## src/core/sfr_reset_defines.svh

```systemverilog
`ifndef SFR_RESET_DEFINES_SVH
`define SFR_RESET_DEFINES_SVH

// ***************************************************************
// bank select codes
// ***************************************************************
`define BANK_1 2'h1
`define BANK_2 2'h2
`define BANK_3 2'h3

// ***************************************************************
// register offsets (address = {bank, offset})
// ***************************************************************
`define OFS_P8_DIR   6'h08
`define OFS_B1_RSVD  6'h09
`define OFS_CMP_CTL  6'h0a
`define OFS_PD_DIS   6'h0b
`define OFS_OD_DIS   6'h0c
`define OFS_PH_DIS   6'h0d
`define OFS_WDT_CTL  6'h0e
`define OFS_IRQ_MASK 6'h0f
`define OFS_P6_HD    6'h05
`define OFS_P5_HS    6'h06
`define OFS_P6_HS    6'h07
`define OFS_OP_MODE  6'h08
`define OFS_B2_RSVD  6'h09
`define OFS_B2_LAST  6'h0f
`define OFS_TMR_CNT  6'h05
`define OFS_OSC_CAL  6'h06
`define OFS_RST_OPT  6'h07
`define OFS_GP_BASE  6'h10
`define OFS_BK_BASE  6'h20
`define OFS_BK_LAST  6'h3f

// ***************************************************************
// reset values and reset masks (mask bit 1 = loaded by reset)
// ***************************************************************
`define RST_P8_DIR   8'h03
`define RST_ZERO     8'h00
`define RST_ONES     8'hff
`define RST_OP_MODE  8'h70
`define MSK_OP_MODE  8'h70
`define RST_OSC_CAL  8'hfc
`define MSK_OSC_CAL  8'hfc
`define RST_RST_OPT  8'h0f
`define MSK_RST_OPT  8'h0f

// ***************************************************************
// field positions
// ***************************************************************
`define CMP_RESULT_BIT 5
`define WDT_EN_BIT     7

`endif

```

## src/core/sfr_reset_pkg.sv

```systemverilog
package sfr_reset_pkg;
   typedef logic [7:0] byte_t;
   typedef logic [5:0] ofs_t;
   typedef logic [1:0] bank_t;
   typedef enum logic [1:0] {RST_NONE, RST_POWER, RST_PIN_WDT} reset_kind_e;
endpackage

```

## src/core/reset_source.sv

```systemverilog
`include "sfr_reset_defines.svh"

module reset_source (
   // clock and power-on reset
   input  wire logic                       mclk_i,
   input  wire logic                       rst_n_i,
   // raw sources
   input  wire logic                       ext_reset_n_i,
   input  wire logic                       wdt_timeout_i,
   input  wire logic                       wdt_enable_i,
   // result
   output      sfr_reset_pkg::reset_kind_e kind_o
);
   import sfr_reset_pkg::*;

   logic       pin_s1_r;
   logic       pin_s2_r;
   logic       wdt_s1_r;
   logic       wdt_s2_r;

   // ***************************************************************
   // synchronisers
   // ***************************************************************
   always_ff @(posedge mclk_i or negedge rst_n_i) begin
      if (!rst_n_i) begin
         pin_s1_r <= 1'b1;
         pin_s2_r <= 1'b1;
         wdt_s1_r <= 1'b0;
         wdt_s2_r <= 1'b0;
      end else begin
         pin_s1_r <= ext_reset_n_i;
         pin_s2_r <= pin_s1_r;
         wdt_s1_r <= wdt_timeout_i;
         wdt_s2_r <= wdt_s1_r;
      end
   end

   // ***************************************************************
   // classification
   // ***************************************************************
   always_ff @(posedge mclk_i or negedge rst_n_i) begin
      if (!rst_n_i) begin
         kind_o <= RST_POWER;
      end else if (!pin_s2_r || (wdt_s2_r && wdt_enable_i)) begin
         kind_o <= RST_PIN_WDT;
      end else begin
         kind_o <= RST_NONE;
      end
   end
endmodule // reset_source

```

## src/core/general_storage.sv

```systemverilog
`include "sfr_reset_defines.svh"

module general_storage #(
   parameter int DEPTH = 48
) (
   // clock
   input  wire logic                  mclk_i,
   // access
   input  wire logic [5:0]            idx_i,
   input  wire logic                  wr_i,
   input  wire logic [7:0]            wdata_i,
   output      logic [7:0]            rdata_o
);
   logic [7:0] mem [DEPTH];

   // ***************************************************************
   // storage, no reset: contents kept across every reset
   // ***************************************************************
   always_ff @(posedge mclk_i) begin
      if (wr_i && (int'(idx_i) < DEPTH)) begin
         mem[idx_i] <= wdata_i;
      end
   end

   // read is combinational; the caller registers it on its read data port
   assign rdata_o = (int'(idx_i) < DEPTH) ? mem[idx_i] : 8'h00;
endmodule // general_storage

```

## src/core/sfr_reset_bank.sv

```systemverilog
`include "sfr_reset_defines.svh"

module sfr_reset_bank #(
   parameter int GP_DEPTH = 48
) (
   // clock and reset
   input  wire logic                  mclk_i,
   input  wire logic                  rst_n_i,
   // reset sources and wake-up input
   input  wire logic                  ext_reset_n_i,
   input  wire logic                  wdt_timeout_i,
   input  wire logic                  pin_wakeup_i,
   // comparator status
   input  wire logic                  comparator_result_i,
   // timer
   input  wire logic                  timer_tick_i,
   // register port
   input  wire sfr_reset_pkg::bank_t  bank_i,
   input  wire sfr_reset_pkg::ofs_t   addr_i,
   input  wire sfr_reset_pkg::byte_t  wdata_i,
   input  wire logic                  wr_i,
   input  wire logic                  rd_i,
   output      sfr_reset_pkg::byte_t  rdata_o,
   // control outputs
   output      sfr_reset_pkg::byte_t  port8_direction_o,
   output      sfr_reset_pkg::byte_t  comparator_control_o,
   output      sfr_reset_pkg::byte_t  pull_down_disable_n_o,
   output      sfr_reset_pkg::byte_t  open_drain_disable_n_o,
   output      sfr_reset_pkg::byte_t  pull_high_disable_n_o,
   output      sfr_reset_pkg::byte_t  watchdog_control_o,
   output      sfr_reset_pkg::byte_t  interrupt_mask_o,
   output      sfr_reset_pkg::byte_t  port6_high_drive_o,
   output      sfr_reset_pkg::byte_t  port5_high_sink_o,
   output      sfr_reset_pkg::byte_t  port6_high_sink_o,
   output      sfr_reset_pkg::byte_t  operating_mode_control_o,
   output      sfr_reset_pkg::byte_t  timer_count_o,
   output      sfr_reset_pkg::byte_t  oscillator_calibration_o,
   output      sfr_reset_pkg::byte_t  reset_noise_options_o,
   output      logic                  sync_reset_o
);
   import sfr_reset_pkg::*;

   reset_kind_e kind;
   logic        rst_pw;
   logic        wake_s1_r;
   logic        wake_s2_r;
   logic        wake_hold;
   logic        cmp_s1_r;
   logic        cmp_s2_r;
   logic        tick_s1_r;
   logic        tick_s2_r;
   logic        tick_s3_r;
   logic        gp_sel;
   logic        sel_b1;
   logic        sel_b2;
   logic        sel_b3;
   byte_t       gp_rdata;
   byte_t       rd_nxt;
   ofs_t        gp_idx;

   // ***************************************************************
   // reset source and input synchronisers
   // ***************************************************************
   reset_source u_src (
      .mclk_i        (mclk_i),
      .rst_n_i       (rst_n_i),
      .ext_reset_n_i (ext_reset_n_i),
      .wdt_timeout_i (wdt_timeout_i),
      .wdt_enable_i  (watchdog_control_o[`WDT_EN_BIT]),
      .kind_o        (kind)
   );

   assign rst_pw = (kind == RST_PIN_WDT);

   always_ff @(posedge mclk_i or negedge rst_n_i) begin
      if (!rst_n_i) begin
         wake_s1_r <= 1'b0;
         wake_s2_r <= 1'b0;
         cmp_s1_r  <= 1'b0;
         cmp_s2_r  <= 1'b0;
         tick_s1_r <= 1'b0;
         tick_s2_r <= 1'b0;
         tick_s3_r <= 1'b0;
      end else begin
         wake_s1_r <= pin_wakeup_i;
         wake_s2_r <= wake_s1_r;
         cmp_s1_r  <= comparator_result_i;
         cmp_s2_r  <= cmp_s1_r;
         tick_s1_r <= timer_tick_i;
         tick_s2_r <= tick_s1_r;
         tick_s3_r <= tick_s2_r;
      end
   end

   // wake-up freezes software writes and timer while the synchronised wake-up input is high
   assign wake_hold = wake_s2_r;

   assign sel_b1 = (bank_i == `BANK_1) && wr_i && !rst_pw && !wake_hold;
   assign sel_b2 = (bank_i == `BANK_2) && wr_i && !rst_pw && !wake_hold;
   assign sel_b3 = (bank_i == `BANK_3) && wr_i && !rst_pw && !wake_hold;

   always_ff @(posedge mclk_i or negedge rst_n_i) begin
      if (!rst_n_i) begin
         sync_reset_o <= 1'b1;
      end else begin
         sync_reset_o <= rst_pw;
      end
   end

   // ***************************************************************
   // bank 1 registers
   // ***************************************************************
   always_ff @(posedge mclk_i or negedge rst_n_i) begin
      if (!rst_n_i) begin
         port8_direction_o <= `RST_P8_DIR;
      end else if (rst_pw) begin
         port8_direction_o <= `RST_P8_DIR;
      end else if (sel_b1 && addr_i == `OFS_P8_DIR) begin
         port8_direction_o <= wdata_i;
      end
   end

   always_ff @(posedge mclk_i or negedge rst_n_i) begin
      if (!rst_n_i) begin
         comparator_control_o <= `RST_ZERO;
      end else if (rst_pw) begin
         comparator_control_o <= `RST_ZERO;
      end else if (wake_hold) begin
         comparator_control_o <= comparator_control_o;
      end else begin
         if (sel_b1 && addr_i == `OFS_CMP_CTL) begin
            comparator_control_o <= wdata_i;
         end
         comparator_control_o[`CMP_RESULT_BIT] <= cmp_s2_r;
      end
   end

   always_ff @(posedge mclk_i or negedge rst_n_i) begin
      if (!rst_n_i) begin
         pull_down_disable_n_o <= `RST_ONES;
      end else if (rst_pw) begin
         pull_down_disable_n_o <= `RST_ONES;
      end else if (sel_b1 && addr_i == `OFS_PD_DIS) begin
         pull_down_disable_n_o <= wdata_i;
      end
   end

   always_ff @(posedge mclk_i or negedge rst_n_i) begin
      if (!rst_n_i) begin
         open_drain_disable_n_o <= `RST_ONES;
      end else if (rst_pw) begin
         open_drain_disable_n_o <= `RST_ONES;
      end else if (sel_b1 && addr_i == `OFS_OD_DIS) begin
         open_drain_disable_n_o <= wdata_i;
      end
   end

   always_ff @(posedge mclk_i or negedge rst_n_i) begin
      if (!rst_n_i) begin
         pull_high_disable_n_o <= `RST_ONES;
      end else if (rst_pw) begin
         pull_high_disable_n_o <= `RST_ONES;
      end else if (sel_b1 && addr_i == `OFS_PH_DIS) begin
         pull_high_disable_n_o <= wdata_i;
      end
   end

   always_ff @(posedge mclk_i or negedge rst_n_i) begin
      if (!rst_n_i) begin
         watchdog_control_o <= `RST_ZERO;
      end else if (rst_pw) begin
         watchdog_control_o <= `RST_ZERO;
      end else if (sel_b1 && addr_i == `OFS_WDT_CTL) begin
         watchdog_control_o <= wdata_i;
      end
   end

   always_ff @(posedge mclk_i or negedge rst_n_i) begin
      if (!rst_n_i) begin
         interrupt_mask_o <= `RST_ZERO;
      end else if (rst_pw) begin
         interrupt_mask_o <= `RST_ZERO;
      end else if (sel_b1 && addr_i == `OFS_IRQ_MASK) begin
         interrupt_mask_o <= wdata_i;
      end
   end

   // ***************************************************************
   // bank 2 registers
   // ***************************************************************
   always_ff @(posedge mclk_i or negedge rst_n_i) begin
      if (!rst_n_i) begin
         port6_high_drive_o <= `RST_ZERO;
      end else if (rst_pw) begin
         port6_high_drive_o <= `RST_ZERO;
      end else if (sel_b2 && addr_i == `OFS_P6_HD) begin
         port6_high_drive_o <= wdata_i;
      end
   end

   always_ff @(posedge mclk_i or negedge rst_n_i) begin
      if (!rst_n_i) begin
         port5_high_sink_o <= `RST_ZERO;
      end else if (rst_pw) begin
         port5_high_sink_o <= `RST_ZERO;
      end else if (sel_b2 && addr_i == `OFS_P5_HS) begin
         port5_high_sink_o <= wdata_i;
      end
   end

   always_ff @(posedge mclk_i or negedge rst_n_i) begin
      if (!rst_n_i) begin
         port6_high_sink_o <= `RST_ZERO;
      end else if (rst_pw) begin
         port6_high_sink_o <= `RST_ZERO;
      end else if (sel_b2 && addr_i == `OFS_P6_HS) begin
         port6_high_sink_o <= wdata_i;
      end
   end

   always_ff @(posedge mclk_i or negedge rst_n_i) begin
      if (!rst_n_i) begin
         operating_mode_control_o <= `RST_OP_MODE;
      end else if (rst_pw) begin
         operating_mode_control_o <= operating_mode_control_o | `MSK_OP_MODE;
      end else if (sel_b2 && addr_i == `OFS_OP_MODE) begin
         operating_mode_control_o <= wdata_i;
      end
   end

   // ***************************************************************
   // bank 3 registers
   // ***************************************************************
   always_ff @(posedge mclk_i or negedge rst_n_i) begin
      if (!rst_n_i) begin
         timer_count_o <= `RST_ZERO;
      end else if (rst_pw) begin
         timer_count_o <= `RST_ZERO;
      end else if (sel_b3 && addr_i == `OFS_TMR_CNT) begin
         timer_count_o <= wdata_i;
      end else if (tick_s2_r && !tick_s3_r && !wake_hold) begin
         timer_count_o <= timer_count_o + 8'h01;
      end
   end

   always_ff @(posedge mclk_i or negedge rst_n_i) begin
      if (!rst_n_i) begin
         oscillator_calibration_o <= `RST_OSC_CAL;
      end else if (rst_pw) begin
         oscillator_calibration_o <= oscillator_calibration_o | `MSK_OSC_CAL;
      end else if (sel_b3 && addr_i == `OFS_OSC_CAL) begin
         oscillator_calibration_o <= wdata_i;
      end
   end

   always_ff @(posedge mclk_i or negedge rst_n_i) begin
      if (!rst_n_i) begin
         reset_noise_options_o <= `RST_RST_OPT;
      end else if (rst_pw) begin
         reset_noise_options_o <= reset_noise_options_o | `MSK_RST_OPT;
      end else if (sel_b3 && addr_i == `OFS_RST_OPT) begin
         reset_noise_options_o <= wdata_i;
      end
   end

   // ***************************************************************
   // general storage, shared by all banks
   // ***************************************************************
   assign gp_sel = (addr_i >= `OFS_GP_BASE);
   assign gp_idx = addr_i - `OFS_GP_BASE;

   general_storage #(
      .DEPTH (GP_DEPTH)
   ) u_gp (
      .mclk_i  (mclk_i),
      .idx_i   (gp_idx),
      .wr_i    (wr_i && gp_sel && !wake_hold && !rst_pw),
      .wdata_i (wdata_i),
      .rdata_o (gp_rdata)
   );

   // ***************************************************************
   // read path
   // ***************************************************************
   always_comb begin
      rd_nxt = 8'h00;
      unique case (bank_i)
         `BANK_1: begin
            case (addr_i)
               `OFS_P8_DIR:   rd_nxt = port8_direction_o;
               `OFS_CMP_CTL:  rd_nxt = comparator_control_o;
               `OFS_PD_DIS:   rd_nxt = pull_down_disable_n_o;
               `OFS_OD_DIS:   rd_nxt = open_drain_disable_n_o;
               `OFS_PH_DIS:   rd_nxt = pull_high_disable_n_o;
               `OFS_WDT_CTL:  rd_nxt = watchdog_control_o;
               `OFS_IRQ_MASK: rd_nxt = interrupt_mask_o;
               default:       rd_nxt = 8'h00;
            endcase
         end
         `BANK_2: begin
            case (addr_i)
               `OFS_P6_HD:   rd_nxt = port6_high_drive_o;
               `OFS_P5_HS:   rd_nxt = port5_high_sink_o;
               `OFS_P6_HS:   rd_nxt = port6_high_sink_o;
               `OFS_OP_MODE: rd_nxt = operating_mode_control_o;
               default:      rd_nxt = 8'h00;
            endcase
         end
         `BANK_3: begin
            case (addr_i)
               `OFS_TMR_CNT: rd_nxt = timer_count_o;
               `OFS_OSC_CAL: rd_nxt = oscillator_calibration_o;
               `OFS_RST_OPT: rd_nxt = reset_noise_options_o;
               default:      rd_nxt = 8'h00;
            endcase
         end
         default: rd_nxt = 8'h00;
      endcase
   end

   always_ff @(posedge mclk_i or negedge rst_n_i) begin
      if (!rst_n_i) begin
         rdata_o <= 8'h00;
      end else if (rd_i && !gp_sel) begin
         rdata_o <= rd_nxt;
      end else if (rd_i) begin
         rdata_o <= gp_rdata;
      end else begin
         rdata_o <= 8'h00;
      end
   end
endmodule // sfr_reset_bank

```

## config.mk

```make
export PLATFORM = sky130hd
export DESIGN_NAME = sfr_reset_bank
export DESIGN_NICKNAME = d
export VERILOG_FILES = /design/src/core/sfr_reset_pkg.sv /design/src/core/reset_source.sv /design/src/core/general_storage.sv /design/src/core/sfr_reset_bank.sv
export VERILOG_INCLUDE_DIRS = /design/src /design/src/core
export SDC_FILE = /design/constraint.sdc
export NUM_CORES = 1
export LEC_CHECK = 0
export ABC_AREA = 1
export BUFFER_PORTS_ARGS = -buffer_cell sky130_fd_sc_hd__buf_2
export CAP_MARGIN = 25
export CORE_UTILIZATION = 55
export CTS_CLUSTER_SIZE = 14
export DETAILED_ROUTE_END_ITERATION = 8
export PLACE_DENSITY = 0.76
export SYNTH_ARGS = -nofsm -noshare
export SYNTH_HDL_FRONTEND = slang
export SYNTH_SLANG_ARGS = --single-unit
```

## constraint.sdc

```tcl
create_clock -name mclk_i -period 2.2 [get_ports mclk_i]
set_clock_uncertainty 0.05 [all_clocks]
set_input_delay 0.44 -clock mclk_i [delete_from_list [all_inputs] [get_ports mclk_i]]
set_output_delay 0.44 -clock mclk_i [all_outputs]
set_load 0.03 [all_outputs]
```

After elaboration in Yosys (flattened, before gate mapping)
Memory sizes are Yosys's and may differ from the RTL's.
Index checks and enable logic that the tools add are counted.
{"block": "op_classes", "n_addsub": 2, "n_mul": 0, "div_mod_pow": 0, "magnitude_cmp": 2, "n_eq_ne": 15, "shift": 0, "muxes": 40, "bitwise": 1, "n_reduce_logical": 55}
{"cell": "8-bit 2-to-1 mux", "n": 29}
{"cell": "8-bit one-hot mux with 7 select lines", "n": 1}
{"cell": "8-bit one-hot mux with 3 select lines", "n": 2}
{"cell": "6-bit by 4-bit == test with 1-bit output (second input constant)", "n": 7}
{"cell": "8-bit one-hot mux with 4 select lines", "n": 1}
{"cell": "1-bit logical AND", "n": 31}
{"cell": "2-bit nonzero test", "n": 13}
{"cell": "6-bit by 3-bit == test with 1-bit output (second input constant)", "n": 3}
{"cell": "7-bit 2-to-1 mux", "n": 2}
{"cell": "8-bit by 1-bit adder with 8-bit output (second input constant)", "n": 1}
{"cell": "4-bit 2-to-1 mux", "n": 2}
{"cell": "2-bit AND reduction", "n": 4}
{"cell": "2-bit == test (second input constant)", "n": 3}
{"cell": "6-bit by 5-bit greater-or-equal comparator with 1-bit output (second input constant)", "n": 1}
{"cell": "6-bit less-than comparator (second input constant)", "n": 1}
{"cell": "6-bit by 5-bit subtractor with 6-bit output (second input constant)", "n": 1}
{"cell": "1-bit logical NOT", "n": 5}
{"cell": "3-bit nonzero test", "n": 1}
{"cell": "2-bit by 1-bit == test with 1-bit output (second input constant)", "n": 1}
{"cell": "1-bit 2-to-1 mux", "n": 2}
{"cell": "2-bit 2-to-1 mux", "n": 1}
{"cell": "2-bit != test (second input constant)", "n": 1}
{"cell": "1-bit logical OR", "n": 1}
{"cell": "1-bit inverter", "n": 1}
{"block": "totals", "register_bits": 134, "latchBits": 0, "ramBits": 384, "mem_bits_ro": 0, "input_bits": 25, "output_inout_bits": 121, "elab_cells": 148, "n_memories": 1}
{"memory": "u_gp.mem", "words": 48, "word_bits": 8, "rd": 1, "rd_ports_with_merged_regs": 0, "write_ports": 1, "line": "general_storage.sv:14", "source": "logic [7:0] mem [DEPTH];"}

Longest topological paths before layout
{"block": "depth", "word_depth": 8, "ltp_mapped": 16, "mapped_depth_nobuf": 14}

Modules after synthesis
A second synthesis with hierarchy kept.
{"block": "unflattened", "hier_cells": 2391, "hier_area_um2": 22829.4}
{"mod": "general_storage", "n_inst": 1, "cells_per_inst": 1581, "area_per_inst_um2": 16490.8, "seq_area_each_um2": 11531.1}
{"mod": "sfr_reset_bank", "n_inst": 1, "cells_per_inst": 801, "area_per_inst_um2": 6173.4, "seq_area_each_um2": 3253.1}
{"mod": "reset_source", "n_inst": 1, "cells_per_inst": 9, "area_per_inst_um2": 165.2, "seq_area_each_um2": 153.9}

Worst setup path after synthesis
Ideal clock, no wire load.
{"block": "synth_path", "kind": "input port to flip-flop", "from": "input addr_i[4]", "to": "memory u_gp.mem[0][0], enable pin", "setup_time_ps": 370, "arrival_time_ps": 2337, "t_required_ps": 1780, "path_slack_ps": -557, "path_stages": 7, "path_buffers": 2, "path_cell_list": "clkbuf_1 > clkinv_1 > ha_1 > buf_4 > nor3_2 > nand3_1 > nor2_1"}
{"block": "synth_via", "elab_chain_len": 7, "elab_cells_between_ends": 9, "classes_between": "add/sub: 1; order compare: 2; mux: 2; reduce/logical: 4"}
{"element": "from (decl)", "line": "sfr_reset_bank.sv:19", "source": "input wire sfr_reset_pkg::ofs_t addr_i,"}
{"element": "branches (longest 7 deep; another with 6-bit by 5-bit subtractor with 6-bit output)"}
{"element": "to (decl)", "line": "general_storage.sv:14"}
Parallel ways; which one is timed is not known.

Worst setup path after layout
{"block": "layout_path", "from": "register u_src.kind_o[0]", "to": "memory u_gp.mem[28][2], enable pin"}
{"block": "layout_via", "elab_chain_len": 6}
{"element": "from (decl)", "line": "reset_source.sv:12", "source": "output sfr_reset_pkg::reset_kind_e kind_o"}
{"element": "from (signal assigned)", "line": "reset_source.sv:43", "source": "kind_o <= RST_POWER;"}
{"element": "from (signal assigned)", "line": "reset_source.sv:45", "source": "kind_o <= RST_PIN_WDT;"}
{"element": "from (signal assigned)", "line": "reset_source.sv:47", "source": "kind_o <= RST_NONE;"}
{"element": "2-bit == test", "line": "sfr_reset_bank.sv:73", "source": "assign rst_pw = (kind == RST_PIN_WDT);"}
{"element": "1-bit logical NOT", "line": "sfr_reset_bank.sv:277", "source": ".wr_i (wr_i && gp_sel && !wake_hold && !rst_pw),"}
{"element": "1-bit logical AND", "line": "sfr_reset_bank.sv:277"}
{"element": "1-bit logical AND", "line": "general_storage.sv:20", "source": "if (wr_i && (int'(idx_i) < DEPTH)) begin"}
{"element": "1-bit 2-to-1 mux", "line": "general_storage.sv:20"}
{"element": "1-bit 2-to-1 mux (implied by the code)", "line": "general_storage.sv:21", "source": "mem[idx_i] <= wdata_i;"}
Every way passes these cells.

==> flow_metrics.py <==
metrics = {
    "run_status": {
        "status": "complete, no violations",
    },
    "clock_network": {
        "clk_latency_ps": 600,
        "h-tree-depth": 2,
        "clk_pin_slew_worst_paths_ps": 60,
        "cts_tree": "built",
        "cts_sinks": 518,
        "clock_path_buffers": 3,
        "cts_root_buf": "clkbuf_16",
        "cts_buffers": 53,
    },
    "route": {
        "drt-initial-drc-count": 2074,
        "vias": 17300,
        "post_drt_via_cell_ratio": 5.70,
        "drt_first_pass_iters": 6,
        "detail-route-antenna-nets": 0,
        "route.detailed.drc": 0,
        "wl_mm": 66.0,
        "routedWlPerCell_um": 21.7,
    },
    "yosys": {
        "synthTopCellsByArea": "edfxtp_1 52%, nand2_1 17%, dfrtp_1 10%",
        "syn_avg_cell_area_um2": 10.1,
        "synth_top_area_share": 0.519,
        "ys_async_sr_fraction": 0.259,
        "yosysMostFrequentCell": "nand2_1",
        "ys.flop_type": "edfxtp_1",
        "synthDistinctLibCells": 41,
        "syn_nets": 2221,
        "ys_seq_area_frac": 0.672,
        "yosysWarningCount": 0,
        "synth_seq_cells": 518,
        "yosys-top-cells-count": "995 x nand2_1, 384 x edfxtp_1, 198 x nor2_1, 91 x dfrtp_1, 88 x nand3_1",
        "synth_edf_count": 384,
        "syn_area_um2": 22200,
        "synth_cells": 2190,
        "synth_top_area_cell": "edfxtp_1",
    },
    "setup_path": {
        "max_stage_delay_ps": 540,
        "reg2reg_depth": 8,
        "crit_chain": "nor2_4, inv_6, nand3_4, nor3_4, nand3_1, buf_4, nor2_1, buf_6",
        "path_class": "reg -> reg",
        "cp_data_arrival_time_ps": 2430,
        "cp-end-kind": "flip-flop",
        "cp-start-kind": "flip-flop",
        "crit_required_ps": 2460,
        "cp_max_fo": 8,
        "crit_path_top_delay_cell": "dfstp_2",
    },
    "timing": {
        "fmax_ghz": 0.461,
        "rsz0062_at_grt": "false",
        "tns_ps": 0,
        "setup_slack_ps": 32.0,
        "finalCritPeriodShare": 0.985,
        "setup_viol": 0,
        "hold_violations": 0,
        "tightest_slew_ps": 720,
        "period_minus_slack_ps": 2170,
        "relSlewSlack": 0.520,
        "drv_slew": 0,
    },
    "placement": {
        "pre_cts_ws_ps": -558,
        "dp_hpwl_mm": 45.0,
        "numPortBuffers": 145,
        "dpl_cell_area_um2": 24600,
        "gp_congestion": 1.02,
        "dp_cells": 2929,
    },
    "power_and_ir_drop": {
        "ir_worst_vdd_mv": 0.752,
        "p_leak_nw": 11.4,
        "power.internal_w": 0.0170,
        "p_per_area_nw_per_um2": 870,
        "p_clk_frac": 0.394,
        "swShare": 0.263,
        "p_seq_frac": 0.489,
        "power_switching_w": 0.00604,
        "comb_power_share": 0.117,
    },
    "cells_and_area": {
        "layout.cells.non_filler": 3033,
        "nets": 2497,
        "regMostFlops": "u_gp.mem",
        "fin_util": 0.664,
        "n_antenna_cell": 0,
        "area_growth_pct": 19.0,
        "final_area_um2": 26500,
        "drive_above_1_share": 0.193,
        "largest_reg_flops": 384,
    },
    "floorplanning": {
        "die_w_um": 203,
        "start_util": 0.558,
        "die_y_um": 203,
        "ios": 146,
        "die-area_um2": 41200,
        "rows": 73,
        "core_region_area_um2": 39800,
    },
    "grt": {
        "gr-usage-met3": 0.0648,
        "grt_overflow": 0,
        "grtUsageMet1": 0.460,
        "grt_most_used_layer": "met2",
        "met2_usage": 0.509,
        "grt_max_degree": 69,
        "antenna_found_initial": 2,
        "grt_pass1_vias": 16800,
        "track_usage": 0.328,
        "grt_pass1_wl_mm": 101,
    },
    "worst_hold_path": {
        "hp-class": "in -> async",
    },
    "flow_run": {
        "cap_viol_max_count": 0,
    },
}
## cells in the final DEF (no fill, tap or decap), types with 11 or more instances in the layout
master       n
a21oi_1     64
buf_12      26
buf_2      143
buf_4      133
clkbuf_1    11
clkbuf_16   58
dfrtp_1     91
dfstp_2     43
edfxtp_1   384
inv_1       52
nand2_1    995
nand3_1     87
nand4_1     17
nor2_1     195
o21ai_0     62
o21ai_1     31
## power groups by stage
| stage | Sequential, W | Combinational [W] | Clock, W |
|---|---|---|---|
| 2_1_floorplan | 0.0119 | 0.00101 | 0 |
| 5_1_grt | 0.0113 | 0.00289 | 0.00951 |
| 6_report | 0.0113 | 0.00269 | 0.00907 |
| 4_1_cts | 0.0112 | 0.00267 | 0.00911 |
| 3_3_place_gp | 0.0114 | 0.00261 | 0 |
| 3_5_place_dp | 0.0114 | 0.00265 | 0 |
## logic make-up after synthesis
kind of cell,count (synthesis),synth area share
AOI/OAI and AO/OA,177,0.0449
xor gates and xnor gates,1,0.000394
adders and majority gates,6,0.00338
buffers and inverters,154,0.0357
DFF,518,0.672
muxes,1,0.000507
other,1,0.000169
and+or+nand+nor,1332,0.243
## worst max-delay path: cells and delay by family (launching register included)
family                 cells  cell delay (ps)
AND/OR/NAND/NOR            5              820
flip-flops                 1              540
buffers and inverters      3              440
## routing by layer
metal	up-vias	share of wire
li1	7760	-
met1	8305	0.39
met3	162	0.11
met4	4	0.040
met2	1061	0.46
met5	-	0.00050
## area by class of cell
type	count	area, um2
Sequential cell	518	14900
Fill cell	3031	13400
Multi-Input combinational cell	1518	6520
Timing Repair Buffer	310	2320
Clock buffer	75	1580
Tap cell	525	657
Inverter	65	256
Clock inverter	22	185
## final timing paths
path                       slack [ps]                       from                   endpoint
setup / recovery                   30  u_src.kind_o[0]$_DFF_PN1_  u_gp.mem[28][2]$_DFFE_PP_
hold / removal                    120                    rst_n_i        wake_s1_r$_DFF_PN0_
setup reg to reg                   30  u_src.kind_o[0]$_DFF_PN1_  u_gp.mem[28][2]$_DFFE_PP_
hold reg to reg                   300         cmp_s1_r$_DFF_PN0_         cmp_s2_r$_DFF_PN0_
max in group asynchronous        1380                    rst_n_i       rdata_o[3]$_DFF_PN0_
min in group mclk_i               140                 wdata_i[7]   u_gp.mem[9][7]$_DFFE_PP_
## per-stage QoR
stage,power (W),hold WS (ps)
6_report,0.0230,120
5_1_grt,0.0237,103
4_1_cts,0.0230,102
3_5_place_dp,0.0141,196
3_3_place_gp,0.0140,195
2_1_floorplan,0.0129,94.4
## what timing repair did
item | in CTS | in global routing
endpoints found under the hold margin | 96 | 0
endpoints found under the setup margin | 0 | 24
setup buffers | 0 | 1
hold buffers | 6 | 0
resized for setup | 0 | 3
No activity file was read; power rests on OpenSTA's default activity.
